`config.mk`:
```
export PLATFORM = sky130hd
export DESIGN_NAME = fcs_sequencer
export DESIGN_NICKNAME = d
export VERILOG_FILES = /design/src/rtl/fcs_pkg.sv /design/src/rtl/fcs_sequencer.sv
export SDC_FILE = /design/constraint.sdc
export NUM_CORES = 1
export LEC_CHECK = 0
export BUFFER_PORTS_ARGS = -buffer_cell sky130_fd_sc_hd__buf_2
export CORE_MARGIN = 2
export CORE_UTILIZATION = 25
export DETAILED_ROUTE_END_ITERATION = 7
export GPL_TIMING_DRIVEN = 0
export MAX_ROUTING_LAYER = met4
export PLACE_DENSITY = 0.47
export SLEW_MARGIN = 5
export SYNTH_ARGS = -nofsm -noshare
export SYNTH_HDL_FRONTEND = slang
export SYNTH_SLANG_ARGS = --single-unit
```
`constraint.sdc`:
```
create_clock -name pclk -period 5.5 [get_ports pclk]
set_input_delay 0.825 -clock pclk [delete_from_list [all_inputs] [get_ports pclk]]
set_output_delay 0.825 -clock pclk [all_outputs]
set_load 0.005 [all_outputs]
```
`src/rtl/fcs_pkg.sv`:
```
// Constants, types and register map of the flash command sequencer
package fcs_pkg;
   localparam logic [7:0] FCS_OFF_STATUS = 8'h00;
   localparam logic [7:0] FCS_OFF_INDEX = 8'h04;
   localparam logic [7:0] FCS_OFF_PARAM = 8'h08;
   localparam logic [7:0] FCS_OFF_PROT_STAT = 8'h0C;
   localparam logic [7:0] FCS_OFF_PROT_VAL = 8'h10;
   localparam logic [7:0] FCS_OFF_MARGIN = 8'h14;
   localparam logic [7:0] FCS_OFF_IRQ_STAT = 8'h18;
   localparam logic [7:0] FCS_OFF_IRQ_CLR = 8'h1C;
   localparam logic [7:0] FCS_OFF_IRQ_EN = 8'h20;
   localparam int FCS_ST_CCF = 7;
   localparam int FCS_ST_ACC = 5;
   localparam int FCS_ST_PV = 4;
   localparam int FCS_ST_VE = 1;
   localparam int FCS_ST_VU = 0;
   localparam logic [7:0] FCS_CMD_KEY = 8'h0C;
   localparam logic [7:0] FCS_CMD_MARGIN = 8'h0D;
   localparam logic [7:0] FCS_CMD_ERASE = 8'h12;
   localparam logic [7:0] FCS_CMD_OVRD = 8'h13;
   localparam logic [2:0] FCS_IDX_KEY = 3'h4;
   localparam logic [2:0] FCS_IDX_MARGIN = 3'h2;
   localparam logic [2:0] FCS_IDX_ERASE = 3'h1;
   localparam logic [2:0] FCS_IDX_OVRD = 3'h3;
   localparam logic [1:0] FCS_BDEN_ON = 2'h2;
   localparam logic [15:0] FCS_KEY_INVALID = 16'hFFFF;
   localparam logic [23:0] FCS_KEY0_ADDR = 24'hFF_FE00;
   localparam int FCS_NWORDS = 5;
   localparam int FCS_NIRQ = 3;
   typedef enum logic [1:0] {FCS_IDLE, FCS_EXEC, FCS_ERASE} fcs_state_e;
   typedef struct packed {
      logic acc;
      logic pv;
      logic ve;
      logic vu;
   } fcs_flags_s;
endpackage : fcs_pkg

```
`src/rtl/fcs_sequencer.sv`:
```
// APB command sequencer for flash and EEPROM with interrupt and erase port
//
// Local design decisions: the register offsets and the APB slave port.
`timescale 1ns/1ps
module fcs_sequencer import fcs_pkg::*; #(
   parameter logic [23:0] EE_BASE = 24'h10_0000,
   parameter logic [23:0] EE_SIZE = 24'h00_0400,
   parameter int SECT_SHIFT = 2
) (
   input wire logic pclk,
   input wire logic presetn,
   input wire logic psel,
   input wire logic penable,
   input wire logic pwrite,
   input wire logic [7:0] paddr,
   input wire logic [31:0] pwdata,
   output logic [31:0] prdata,
   output logic pready,
   output logic pslverr,
   input wire logic [1:0] backdoor_enable_field,
   input wire logic [63:0] stored_backdoor_key,
   input wire logic [15:0] stored_override_key,
   input wire logic [7:0] base_program_protection,
   input wire logic [7:0] base_eeprom_protection,
   input wire logic erase_mode_ok,
   output logic erase_req,
   output logic [23:0] erase_addr,
   input wire logic erase_done,
   input wire logic erase_verify_err,
   input wire logic erase_verify_uncorr,
   output logic [15:0] margin_level,
   output logic [23:0] margin_addr,
   output logic secure,
   output logic irq
);
   initial begin
      if (SECT_SHIFT < 1 || SECT_SHIFT > 8) $error("SECT_SHIFT out of range");
      if (EE_SIZE == 24'h00_0000) $error("EE_SIZE must not be zero");
   end

   fcs_state_e state_q;
   logic ccf_q;
   fcs_flags_s flags_q;
   logic [2:0] index_q;
   logic [15:0] param_q [FCS_NWORDS];
   logic lockout_q;
   logic secure_q;
   logic ovrd_q;
   logic [7:0] ovrd_prog_q;
   logic [7:0] ovrd_ee_q;
   logic [FCS_NIRQ-1:0] irq_sts_q;
   logic [FCS_NIRQ-1:0] irq_en_q;
   logic [2:0] launch_idx_q;
   logic wr_acc;
   logic rd_acc;
   logic launch;
   logic [7:0] cmd;
   logic [23:0] gaddr;
   logic [23:0] ee_off;
   logic [7:0] sector;
   logic [7:0] ee_prot_eff;
   logic [7:0] prog_prot_eff;
   logic addr_ok;
   logic key_match;
   logic ccf_prev_q;
   logic acc_prev_q;
   logic pv_prev_q;
   logic [31:0] rdata;
   logic mapped;

   // One wait state on every access keeps prdata a plain flop
   assign wr_acc = psel & penable & pwrite & pready;
   assign rd_acc = psel & penable & ~pwrite & ~pready;
   assign launch = wr_acc && paddr == FCS_OFF_STATUS && pwdata[FCS_ST_CCF] && ccf_q;
   assign cmd = param_q[0][15:8];
   assign gaddr = {param_q[0][7:0], param_q[1]};
   assign ee_off = gaddr - EE_BASE;
   assign sector = 8'((ee_off >> SECT_SHIFT));
   assign addr_ok = gaddr >= EE_BASE && ee_off < EE_SIZE;
   assign ee_prot_eff = ovrd_q ? ovrd_ee_q : base_eeprom_protection;
   assign prog_prot_eff = ovrd_q ? ovrd_prog_q : base_program_protection;
   assign key_match = {param_q[1], param_q[2], param_q[3], param_q[4]} == stored_backdoor_key;

   always_ff @(posedge pclk or negedge presetn) begin
      if (!presetn) begin
         pready <= 1'b0;
      end else begin
         pready <= psel & penable & ~pready;
      end
   end

   always_comb begin
      rdata = 32'h0000_0000;
      mapped = 1'b1;
      case (paddr)
         FCS_OFF_STATUS: begin
            rdata[FCS_ST_CCF] = ccf_q;
            rdata[FCS_ST_ACC] = flags_q.acc;
            rdata[FCS_ST_PV] = flags_q.pv;
            rdata[FCS_ST_VE] = flags_q.ve;
            rdata[FCS_ST_VU] = flags_q.vu;
         end
         FCS_OFF_INDEX: rdata[2:0] = index_q;
         FCS_OFF_PARAM: rdata[15:0] = (index_q < 3'(FCS_NWORDS)) ? param_q[index_q] : 16'h0000;
         FCS_OFF_PROT_STAT: rdata[2:0] = {lockout_q, secure_q, ovrd_q};
         FCS_OFF_PROT_VAL: rdata[15:0] = {ee_prot_eff, prog_prot_eff};
         FCS_OFF_MARGIN: rdata[15:0] = margin_level;
         FCS_OFF_IRQ_STAT: rdata[FCS_NIRQ-1:0] = irq_sts_q;
         FCS_OFF_IRQ_CLR: rdata = 32'h0000_0000;
         FCS_OFF_IRQ_EN: rdata[FCS_NIRQ-1:0] = irq_en_q;
         default: mapped = 1'b0;
      endcase
   end

   always_ff @(posedge pclk or negedge presetn) begin
      if (!presetn) begin
         prdata <= 32'h0000_0000;
         pslverr <= 1'b0;
      end else begin
         prdata <= rd_acc ? rdata : 32'h0000_0000;
         pslverr <= psel & penable & ~pready & ~mapped;
      end
   end

   // Parameter words and index frozen while a command runs
   always_ff @(posedge pclk or negedge presetn) begin
      if (!presetn) begin
         index_q <= 3'h0;
         for (int i = 0; i < FCS_NWORDS; i++) begin
            param_q[i] <= 16'h0000;
         end
      end else if (wr_acc && ccf_q) begin
         if (paddr == FCS_OFF_INDEX) begin
            index_q <= pwdata[2:0];
         end
         if (paddr == FCS_OFF_PARAM && index_q < 3'(FCS_NWORDS)) begin
            param_q[index_q] <= pwdata[15:0];
         end
      end
   end

   always_ff @(posedge pclk or negedge presetn) begin
      if (!presetn) begin
         state_q <= FCS_IDLE;
         ccf_q <= 1'b1;
         flags_q <= '0;
         launch_idx_q <= 3'h0;
         lockout_q <= 1'b0;
         secure_q <= 1'b1;
         ovrd_q <= 1'b0;
         ovrd_prog_q <= 8'h00;
         ovrd_ee_q <= 8'h00;
         erase_req <= 1'b0;
         erase_addr <= 24'h00_0000;
         margin_level <= 16'h0000;
         margin_addr <= 24'h00_0000;
      end else begin
         case (state_q)
            FCS_IDLE: begin
               if (wr_acc && paddr == FCS_OFF_STATUS) begin
                  if (pwdata[FCS_ST_ACC]) flags_q.acc <= 1'b0;
                  if (pwdata[FCS_ST_PV]) flags_q.pv <= 1'b0;
               end
               if (launch) begin
                  ccf_q <= 1'b0;
                  flags_q.ve <= 1'b0;
                  flags_q.vu <= 1'b0;
                  launch_idx_q <= index_q;
                  state_q <= FCS_EXEC;
               end
            end
            FCS_EXEC: begin
               state_q <= FCS_IDLE;
               ccf_q <= 1'b1;
               case (cmd)
                  FCS_CMD_KEY: begin
                     if (launch_idx_q != FCS_IDX_KEY) begin
                        flags_q.acc <= 1'b1;
                     end else if (backdoor_enable_field != FCS_BDEN_ON) begin
                        flags_q.acc <= 1'b1;
                     end else if (lockout_q) begin
                        flags_q.acc <= 1'b1;
                     end else if (key_match) begin
                        secure_q <= 1'b0;
                     end else begin
                        lockout_q <= 1'b1;
                        flags_q.acc <= 1'b1;
                     end
                  end
                  FCS_CMD_MARGIN: begin
                     if (launch_idx_q != FCS_IDX_MARGIN) begin
                        flags_q.acc <= 1'b1;
                     end else begin
                        margin_addr <= gaddr;
                        margin_level <= param_q[2];
                     end
                  end
                  FCS_CMD_ERASE: begin
                     if (launch_idx_q != FCS_IDX_ERASE) begin
                        flags_q.acc <= 1'b1;
                     end else if (!erase_mode_ok || !addr_ok || gaddr[0]) begin
                        flags_q.acc <= 1'b1;
                     end else if (sector < ee_prot_eff) begin
                        flags_q.pv <= 1'b1;
                     end else begin
                        erase_req <= 1'b1;
                        erase_addr <= gaddr;
                        ccf_q <= 1'b0;
                        state_q <= FCS_ERASE;
                     end
                  end
                  FCS_CMD_OVRD: begin
                     if (launch_idx_q != FCS_IDX_OVRD) begin
                        flags_q.acc <= 1'b1;
                     end else if (param_q[1] == FCS_KEY_INVALID) begin
                        ovrd_q <= 1'b0;
                     end else if (param_q[1] != stored_override_key) begin
                        ovrd_q <= 1'b0;
                     end else begin
                        // Unselected side keeps its current effective value
                        ovrd_q <= 1'b1;
                        ovrd_prog_q <= param_q[0][0] ? param_q[2][7:0] : prog_prot_eff;
                        ovrd_ee_q <= param_q[0][1] ? param_q[3][7:0] : ee_prot_eff;
                     end
                  end
                  default: flags_q.acc <= 1'b1;
               endcase
            end
            FCS_ERASE: begin
               // The array pulses done for one cycle; only request is a level
               if (erase_done) begin
                  erase_req <= 1'b0;
                  flags_q.ve <= erase_verify_err;
                  flags_q.vu <= erase_verify_uncorr;
                  ccf_q <= 1'b1;
                  state_q <= FCS_IDLE;
               end
            end
            default: state_q <= FCS_IDLE;
         endcase
      end
   end

   assign secure = secure_q;

   // Set wins over a clear written in the same cycle
   always_ff @(posedge pclk or negedge presetn) begin
      if (!presetn) begin
         irq_sts_q <= '0;
         irq_en_q <= '0;
         irq <= 1'b0;
      end else begin
         if (wr_acc && paddr == FCS_OFF_IRQ_EN) begin
            irq_en_q <= pwdata[FCS_NIRQ-1:0];
         end
         irq_sts_q <= (irq_sts_q & ~((wr_acc && paddr == FCS_OFF_IRQ_CLR)
                       ? pwdata[FCS_NIRQ-1:0] : {FCS_NIRQ{1'b0}}))
                      | {1'b0, 1'b0, ccf_q & ~ccf_prev_q}
                      | {flags_q.pv & ~pv_prev_q, flags_q.acc & ~acc_prev_q, 1'b0};
         irq <= |(irq_sts_q & irq_en_q);
      end
   end

   always_ff @(posedge pclk or negedge presetn) begin
      if (!presetn) begin
         ccf_prev_q <= 1'b1;
         acc_prev_q <= 1'b0;
         pv_prev_q <= 1'b0;
      end else begin
         ccf_prev_q <= ccf_q;
         acc_prev_q <= flags_q.acc;
         pv_prev_q <= flags_q.pv;
      end
   end

   chk_lock_sticky: assert property (@(posedge pclk) disable iff (!presetn)
      lockout_q |=> lockout_q) else $error("lockout cleared without reset");
   chk_key_disabled: assert property (@(posedge pclk) disable iff (!presetn)
      state_q == FCS_EXEC && cmd == FCS_CMD_KEY && backdoor_enable_field != FCS_BDEN_ON
      |=> flags_q.acc && secure_q == $past(secure_q)) else $error("key check not refused");
   chk_key_release: assert property (@(posedge pclk) disable iff (!presetn)
      state_q == FCS_EXEC && cmd == FCS_CMD_KEY && launch_idx_q == FCS_IDX_KEY
      && backdoor_enable_field == FCS_BDEN_ON && !lockout_q && key_match
      |=> !secure_q) else $error("matching key did not release");
   chk_key_done: assert property (@(posedge pclk) disable iff (!presetn)
      state_q == FCS_EXEC && cmd == FCS_CMD_KEY |=> ccf_q) else $error("key check not done");
   chk_key_index: assert property (@(posedge pclk) disable iff (!presetn)
      state_q == FCS_EXEC && cmd == FCS_CMD_KEY && launch_idx_q != FCS_IDX_KEY
      |=> flags_q.acc && $stable(secure_q)) else $error("bad index accepted");
   chk_erase_odd: assert property (@(posedge pclk) disable iff (!presetn)
      state_q == FCS_EXEC && cmd == FCS_CMD_ERASE && gaddr[0]
      |=> flags_q.acc && !erase_req) else $error("odd erase address accepted");
   chk_erase_index: assert property (@(posedge pclk) disable iff (!presetn)
      state_q == FCS_EXEC && cmd == FCS_CMD_ERASE && launch_idx_q != FCS_IDX_ERASE
      |=> flags_q.acc && !erase_req) else $error("erase index accepted");
   chk_erase_prot: assert property (@(posedge pclk) disable iff (!presetn)
      $rose(flags_q.pv) |-> !erase_req) else $error("protected sector erased");
   chk_erase_pv: assert property (@(posedge pclk) disable iff (!presetn)
      state_q == FCS_EXEC && cmd == FCS_CMD_ERASE && launch_idx_q == FCS_IDX_ERASE
      && erase_mode_ok && addr_ok && !gaddr[0] && sector < ee_prot_eff
      |=> flags_q.pv && !erase_req) else $error("protected erase not refused");
   chk_erase_go: assert property (@(posedge pclk) disable iff (!presetn)
      state_q == FCS_EXEC && cmd == FCS_CMD_ERASE && launch_idx_q == FCS_IDX_ERASE
      && erase_mode_ok && addr_ok && !gaddr[0] && sector >= ee_prot_eff
      |=> erase_req && erase_addr == $past(gaddr)) else $error("valid erase not started");
   chk_erase_ccf: assert property (@(posedge pclk) disable iff (!presetn)
      erase_req |-> !ccf_q) else $error("complete during erase");
   chk_verify_copy: assert property (@(posedge pclk) disable iff (!presetn)
      state_q == FCS_ERASE && erase_done
      |=> flags_q.ve == $past(erase_verify_err) && flags_q.vu == $past(erase_verify_uncorr)
      && ccf_q) else $error("verify status lost");
   chk_ovrd_bad: assert property (@(posedge pclk) disable iff (!presetn)
      state_q == FCS_EXEC && cmd == FCS_CMD_OVRD && launch_idx_q == FCS_IDX_OVRD
      && param_q[1] != stored_override_key |=> !ovrd_q) else $error("override kept");
   chk_ovrd_ffff: assert property (@(posedge pclk) disable iff (!presetn)
      state_q == FCS_EXEC && cmd == FCS_CMD_OVRD && launch_idx_q == FCS_IDX_OVRD
      && param_q[1] == FCS_KEY_INVALID |=> !ovrd_q) else $error("invalid key enabled override");
   chk_ovrd_set: assert property (@(posedge pclk) disable iff (!presetn)
      state_q == FCS_EXEC && cmd == FCS_CMD_OVRD && launch_idx_q == FCS_IDX_OVRD
      && param_q[1] != FCS_KEY_INVALID && param_q[1] == stored_override_key
      |=> ovrd_q) else $error("override not applied");
   chk_param_hold: assert property (@(posedge pclk) disable iff (!presetn)
      !ccf_q |=> $stable(index_q) && $stable(param_q[0])) else $error("params changed");
   chk_margin_set: assert property (@(posedge pclk) disable iff (!presetn)
      state_q == FCS_EXEC && cmd == FCS_CMD_MARGIN && launch_idx_q == FCS_IDX_MARGIN
      |=> margin_level == $past(param_q[2])) else $error("margin not set");
endmodule : fcs_sequencer

```
; Yosys cells after proc, flatten, opt, wreduce, memory -nomap -nowiden
; Cells that the tools add are included.
[op_classes]
bitwise = 32
muxes = 65
addsub = 1
reduce_logical = 36
n_eq_ne = 36
magnitude_cmp = 6
[op_table]
columns = op, n
row1 = $bwmux 80, 1
row2 = $mux 16, 5
row3 = $eq 64x64->1, 1
row4 = $bmux 16 s3, 1
row5 = $demux 16 s3, 1
row6 = $eq 8x5->1 const B, 6
row7 = $eq 8x4->1 const B, 4
row8 = $mux 8, 4
row9 = $mux 1, 30
row10 = $ge 24x21->1 const B, 1
row11 = $lt 24x11->1 const B, 1
row12 = $pmux 8 s3, 1
row13 = $sub 24x21->24 const B, 1
row14 = $ne 2x2->1 const B, 10
row15 = $mux 2, 9
row16 = $eq 16x16->1 const B, 1
row17 = $ne 16x16->1, 1
row18 = $not 1->1, 16
row19 = $pmux 2 s8, 1
row20 = $reduce_and 7->1, 2
row21 = $reduce_and 3->1, 4
row22 = $reduce_and 6->1, 2
row23 = $and 1x1->1, 10
row24 = $reduce_and 5->1, 2
row25 = other kinds (38), 61
[word_totals]
register_bits = 205

; Longest topological paths before layout
[depth]
depth_word = 10
depth_mapped = 11

; Worst setup path before layout
; Ideal clock, no wire load.
[synth_path]
path_kind = reg-to-reg
startpoint = reg ovrd_q
endpoint = reg erase_addr[6]
path_slack_ps = 2287
stages_incl_launch_ff = 12
required_time_ps = 5375
synth_period_minus_slack_ps = 3213
t_arrival_ps = 3088
cell_sequence = dfrtp_1 > clkbuf_1 > buf_1 > mux2i_1 > ha_1 > a21o_1 > a21o_1 > a21oi_1 > o21a_1 > nand3b_1 > clkbuf_1 > mux2_2
[synth_via]
elab_chain_cells = 4
[synth_rtl]
columns = item, line_no
row1 = "start, declared", fcs_sequencer.sv:48  ; logic ovrd_q;
row2 = "start signal, assigned", fcs_sequencer.sv:150  ; ovrd_q <= 1'b0;
row3 = "start signal, assigned", fcs_sequencer.sv:216  ; ovrd_q <= 1'b0;
row4 = "start signal, assigned", fcs_sequencer.sv:218  ; ovrd_q <= 1'b0;
row5 = $mux 8, fcs_sequencer.sv:80  ; assign ee_prot_eff = ovrd_q ? ovrd_ee_q : base_eeprom_protection;
row6 = $lt 8x8->1, fcs_sequencer.sv:203  ; end else if (sector < ee_prot_eff) begin
row7 = $not 1->1 (no source line), -
row8 = $reduce_and 5->1 (no source line), -
row9 = "end signal, assigned", fcs_sequencer.sv:207  ; erase_addr <= gaddr;
row10 = "end, declared", fcs_sequencer.sv:27  ; output logic [23:0] erase_addr,
; No other way between the ends.
; A chain may end at the register's enable or synchronous reset.

; Final worst setup path
[layout_path]
startpoint = reg ovrd_q
endpoint = reg erase_addr[8]
; The elaborated chain is that of the path after synthesis.

==> impl_metrics.json <==
{
  "cts.sinks": 205,
  "area_growth_pct": 25.8,
  "num_antenna_cells": 0,
  "finalClockSkew_ns": 0.0248,
  "port_buffers": 214,
  "grt_max_degree": 86,
  "grt-ovfl-total": 0,
  "place_hpwl_microns": 32100,
  "outcome": "finished, final reports clean",
  "wire_per_inst_microns": 23.7,
  "cts-htree-levels": 1,
  "synthSimpleGateAreaFrac": 0.119,
  "ctsResizeCount": 0,
  "p_per_area_mw_per_mm2": 256,
  "numCtsBuffers": 25,
  "drive_gt1_frac": 0.346,
  "crit_path_cell_trace": "clkbuf_1, buf_1, mux2i_1, ha_1, a21o_1, a21o_1, a21oi_1, o21a_1, nand3b_1, clkbuf_1, mux2_2",
  "cts_tree": "done",
  "fill_cells": 4440,
  "rsz0062_at_grt": "no",
  "vdd_ir_drop_max_mv": 0.215,
  "root_buffer": "clkbuf_16",
  "hp-class": "input pin to asynchronous set/reset pin",
  "met1_usage": 0.269,
  "p_leak_uw": 0.00665,
  "floorplan.initialDensity": 0.251,
  "globalRouteTotalUtil": 0.195,
  "min_period_ns": 4.67,
  "drtIter0Drc": 708,
  "synth_compound_area_frac": 0.102,
  "cap_violations": 0,
  "syn-mean-instance-area_sq_um": 11.0,
  "antenna_found_initial": 0,
  "nets": 1365,
  "vias": 8629,
  "setup_viol": 0,
  "drc": 0,
  "worst_hold_slack_ns": 0.186,
  "max_freq_ghz": 0.214,
  "grt_pass1_wl_microns": 60100,
  "place_area_sq_mm": 0.0123,
  "design_area_sq_mm": 0.0132,
  "fin_setup_tns_ns": 0,
  "start_kind": "flip-flop",
  "setup_slack_ns": 0.834,
  "yosys_warnings": 0,
  "path_class": "flip-flop to flip-flop",
  "grtUsageMet3": 0.0281,
  "tightestPinTransition_ns": 1.32,
  "yosysUniqueCellTypes": 60,
  "cp_max_fo": 10,
  "cts_hold_buf": 0,
  "gp_congestion": 0.888,
  "gr-max-usage-layer": "met2",
  "yosys_register_bits": 205,
  "wl_microns": 41900,
  "dp_slack_ns": 0.816,
  "path_clk_slew_ns": 0.06,
  "post-route-period-util": 0.848,
  "synth_edf_count": 0,
  "post-cts-setup-buffer-count": 0,
  "yosys-mux-area-fraction": 0.175,
  "ys_seq_area_frac": 0.490,
  "critical_path.top_delay_family": "buffers and inverters",
  "synth_fa_ha_area_frac": 0.0119,
  "synth_xor_area_frac": 0.0560,
  "ant_nets": 0,
  "cts_buffer_depth": 3,
  "maxSlewHeadroom": 0.106,
  "drt_pass1_iterations": 5,
  "ios": 248,
  "worst-path-buf-inv": 3,
  "syn_area_sq_mm": 0.0105,
  "drv_slew": 0,
  "postSynth.asyncResetShare": 1.00,
  "crit_arrival_ns": 5.07,
  "viasPerCell": 4.89,
  "crit_path_max_incr_delay_ns": 0.62,
  "fp.dieH_microns": 209,
  "hold_viol_final": 0,
  "die_area_sq_mm": 0.0436,
  "crit_slowest_cell": "buf_1",
  "cp.required_ns": 5.91,
  "clock_latency_ns": 0.55,
  "ys.flop_type": "dfrtp_1",
  "synth_top_family_by_area": "multiplexers",
  "design.core.area_sq_mm": 0.0417,
  "die_x_microns": 209,
  "use_met2": 0.298,
  "power_uw": 3370,
  "grt_pass1_vias": 8577,
  "critPathCaptureType": "flip-flop",
  "core.rowCount": 75,
  "syn_inst": 950
}
-- through the flow --
step	utilization	std cells
5_1_grt	0.316	1765
3_3_place_gp	0.295	1718
4_1_cts	0.316	1765
6_report	0.316	1765
2_1_floorplan	-	965
3_5_place_dp	0.296	1720
-- per-layer routing --
layer  vias up  share of wire  wire length (microns)
met4         0          0.026                   1110
met5         -              0                      0
li1       3907              -                      -
met1      4372           0.47                  19700
met3        61          0.051                   2120
met2       289           0.45                  19000
-- registers in the layout (all words and copies together), names as in the netlist, 2 cells and up --
signal,count
cmd,8
erase_addr,24
flags_q,4
gaddr,24
index_q,3
irq_en_q,3
irq_sts_q,3
launch_idx_q,3
margin_addr,24
margin_level,16
ovrd_ee_q,8
ovrd_prog_q,8
param_q,48
prdata,16
state_q,2
-- synth_stat cells, drive strengths merged, types with 5 or more instances --
library cell,number,area [sq um]
and2,21,131
o22ai,6,37.5
inv,31,116
nor2,42,158
a22o,8,70.1
nand2b,8,50.1
buf,31,203
a21oi,31,155
or3,5,31.3
a221oi,12,105
mux2,133,1500
nor3b,6,50.1
or4,7,56.3
dfrtp,202,5050
o21ai,53,265
nand2,65,244
clkbuf,41,154
a21o,8,60.1
ha,10,125
xnor2,9,78.8
nand3,9,45.0
xor2,58,508
a222oi,6,60.1
nor3,12,65.1
a31oi,5,31.3
mux2i,34,340
nand4,15,93.8
nor4,17,106
a221o,14,140
nor2b,12,75.1
-- final cells by class --
class                   instances  area, sq um  share of cell area
well taps                     539          674              0.0512
clock buffers                  35          723              0.0549
inverters                      31          116             0.00883
plain buffers                  72          357              0.0271
repair buffers                216         1140              0.0862
clock inverters                10          109             0.00826
multi-input cells             657         4930               0.374
flip-flops and latches        205         5130               0.390
-- cells in the final DEF (no fill, tap or decap), types with 4 or more instances in the layout --
cell	n
a21o_1	8
a21oi_1	31
a221o_1	14
a221oi_1	12
a222oi_1	6
a22o_1	8
a31oi_1	5
and2_1	21
and3_1	4
buf_1	4
buf_2	222
buf_4	16
clkbuf_1	45
clkbuf_16	25
clkbuf_8	6
clkinv_2	5
conb_1	16
dfrtp_1	202
ha_1	10
inv_1	31
mux2_2	133
mux2i_1	34
nand2_1	65
nand2b_1	8
nand3_1	9
nand4_1	15
nor2_1	42
nor2b_1	12
nor3_1	11
nor3b_1	5
nor4_1	17
nor4b_1	4
o21ai_0	49
o21ai_1	4
o22ai_1	6
or3_1	5
or4_1	6
xnor2_1	9
xor2_1	58
-- kinds of logic after synthesis --
kind of cell | Yosys count
adder cells (fa/ha/maj) | 10
flip-flops | 205
AO/OA/AOI/OAI | 160
AND/OR/NAND/NOR | 237
buffers and inverters | 103
other | 1
multiplexers | 167
XOR/XNOR | 67
-- final timing paths --
kind                            startpoint  cells past startpoint            end  slack, ns
min in group pclk                    ccf_q                      0     ccf_prev_q       0.44
worst max register to register      ovrd_q                     11  erase_addr[8]       0.83
worst min-delay path               presetn                      1    param_q[25]       0.19
worst max-delay path                ovrd_q                     11  erase_addr[8]       0.83
worst min register to register       ccf_q                      0     ccf_prev_q       0.44
max in group asynchronous          presetn                      2    param_q[22]       4.50
-- report_power, final --
group	internal [uW]	switching, uW
Combinational	66.3	111
Sequential	1510	0.698
Clock	1010	676
Total	2580	788
Note: power is estimated with default switching activity, not from simulation.
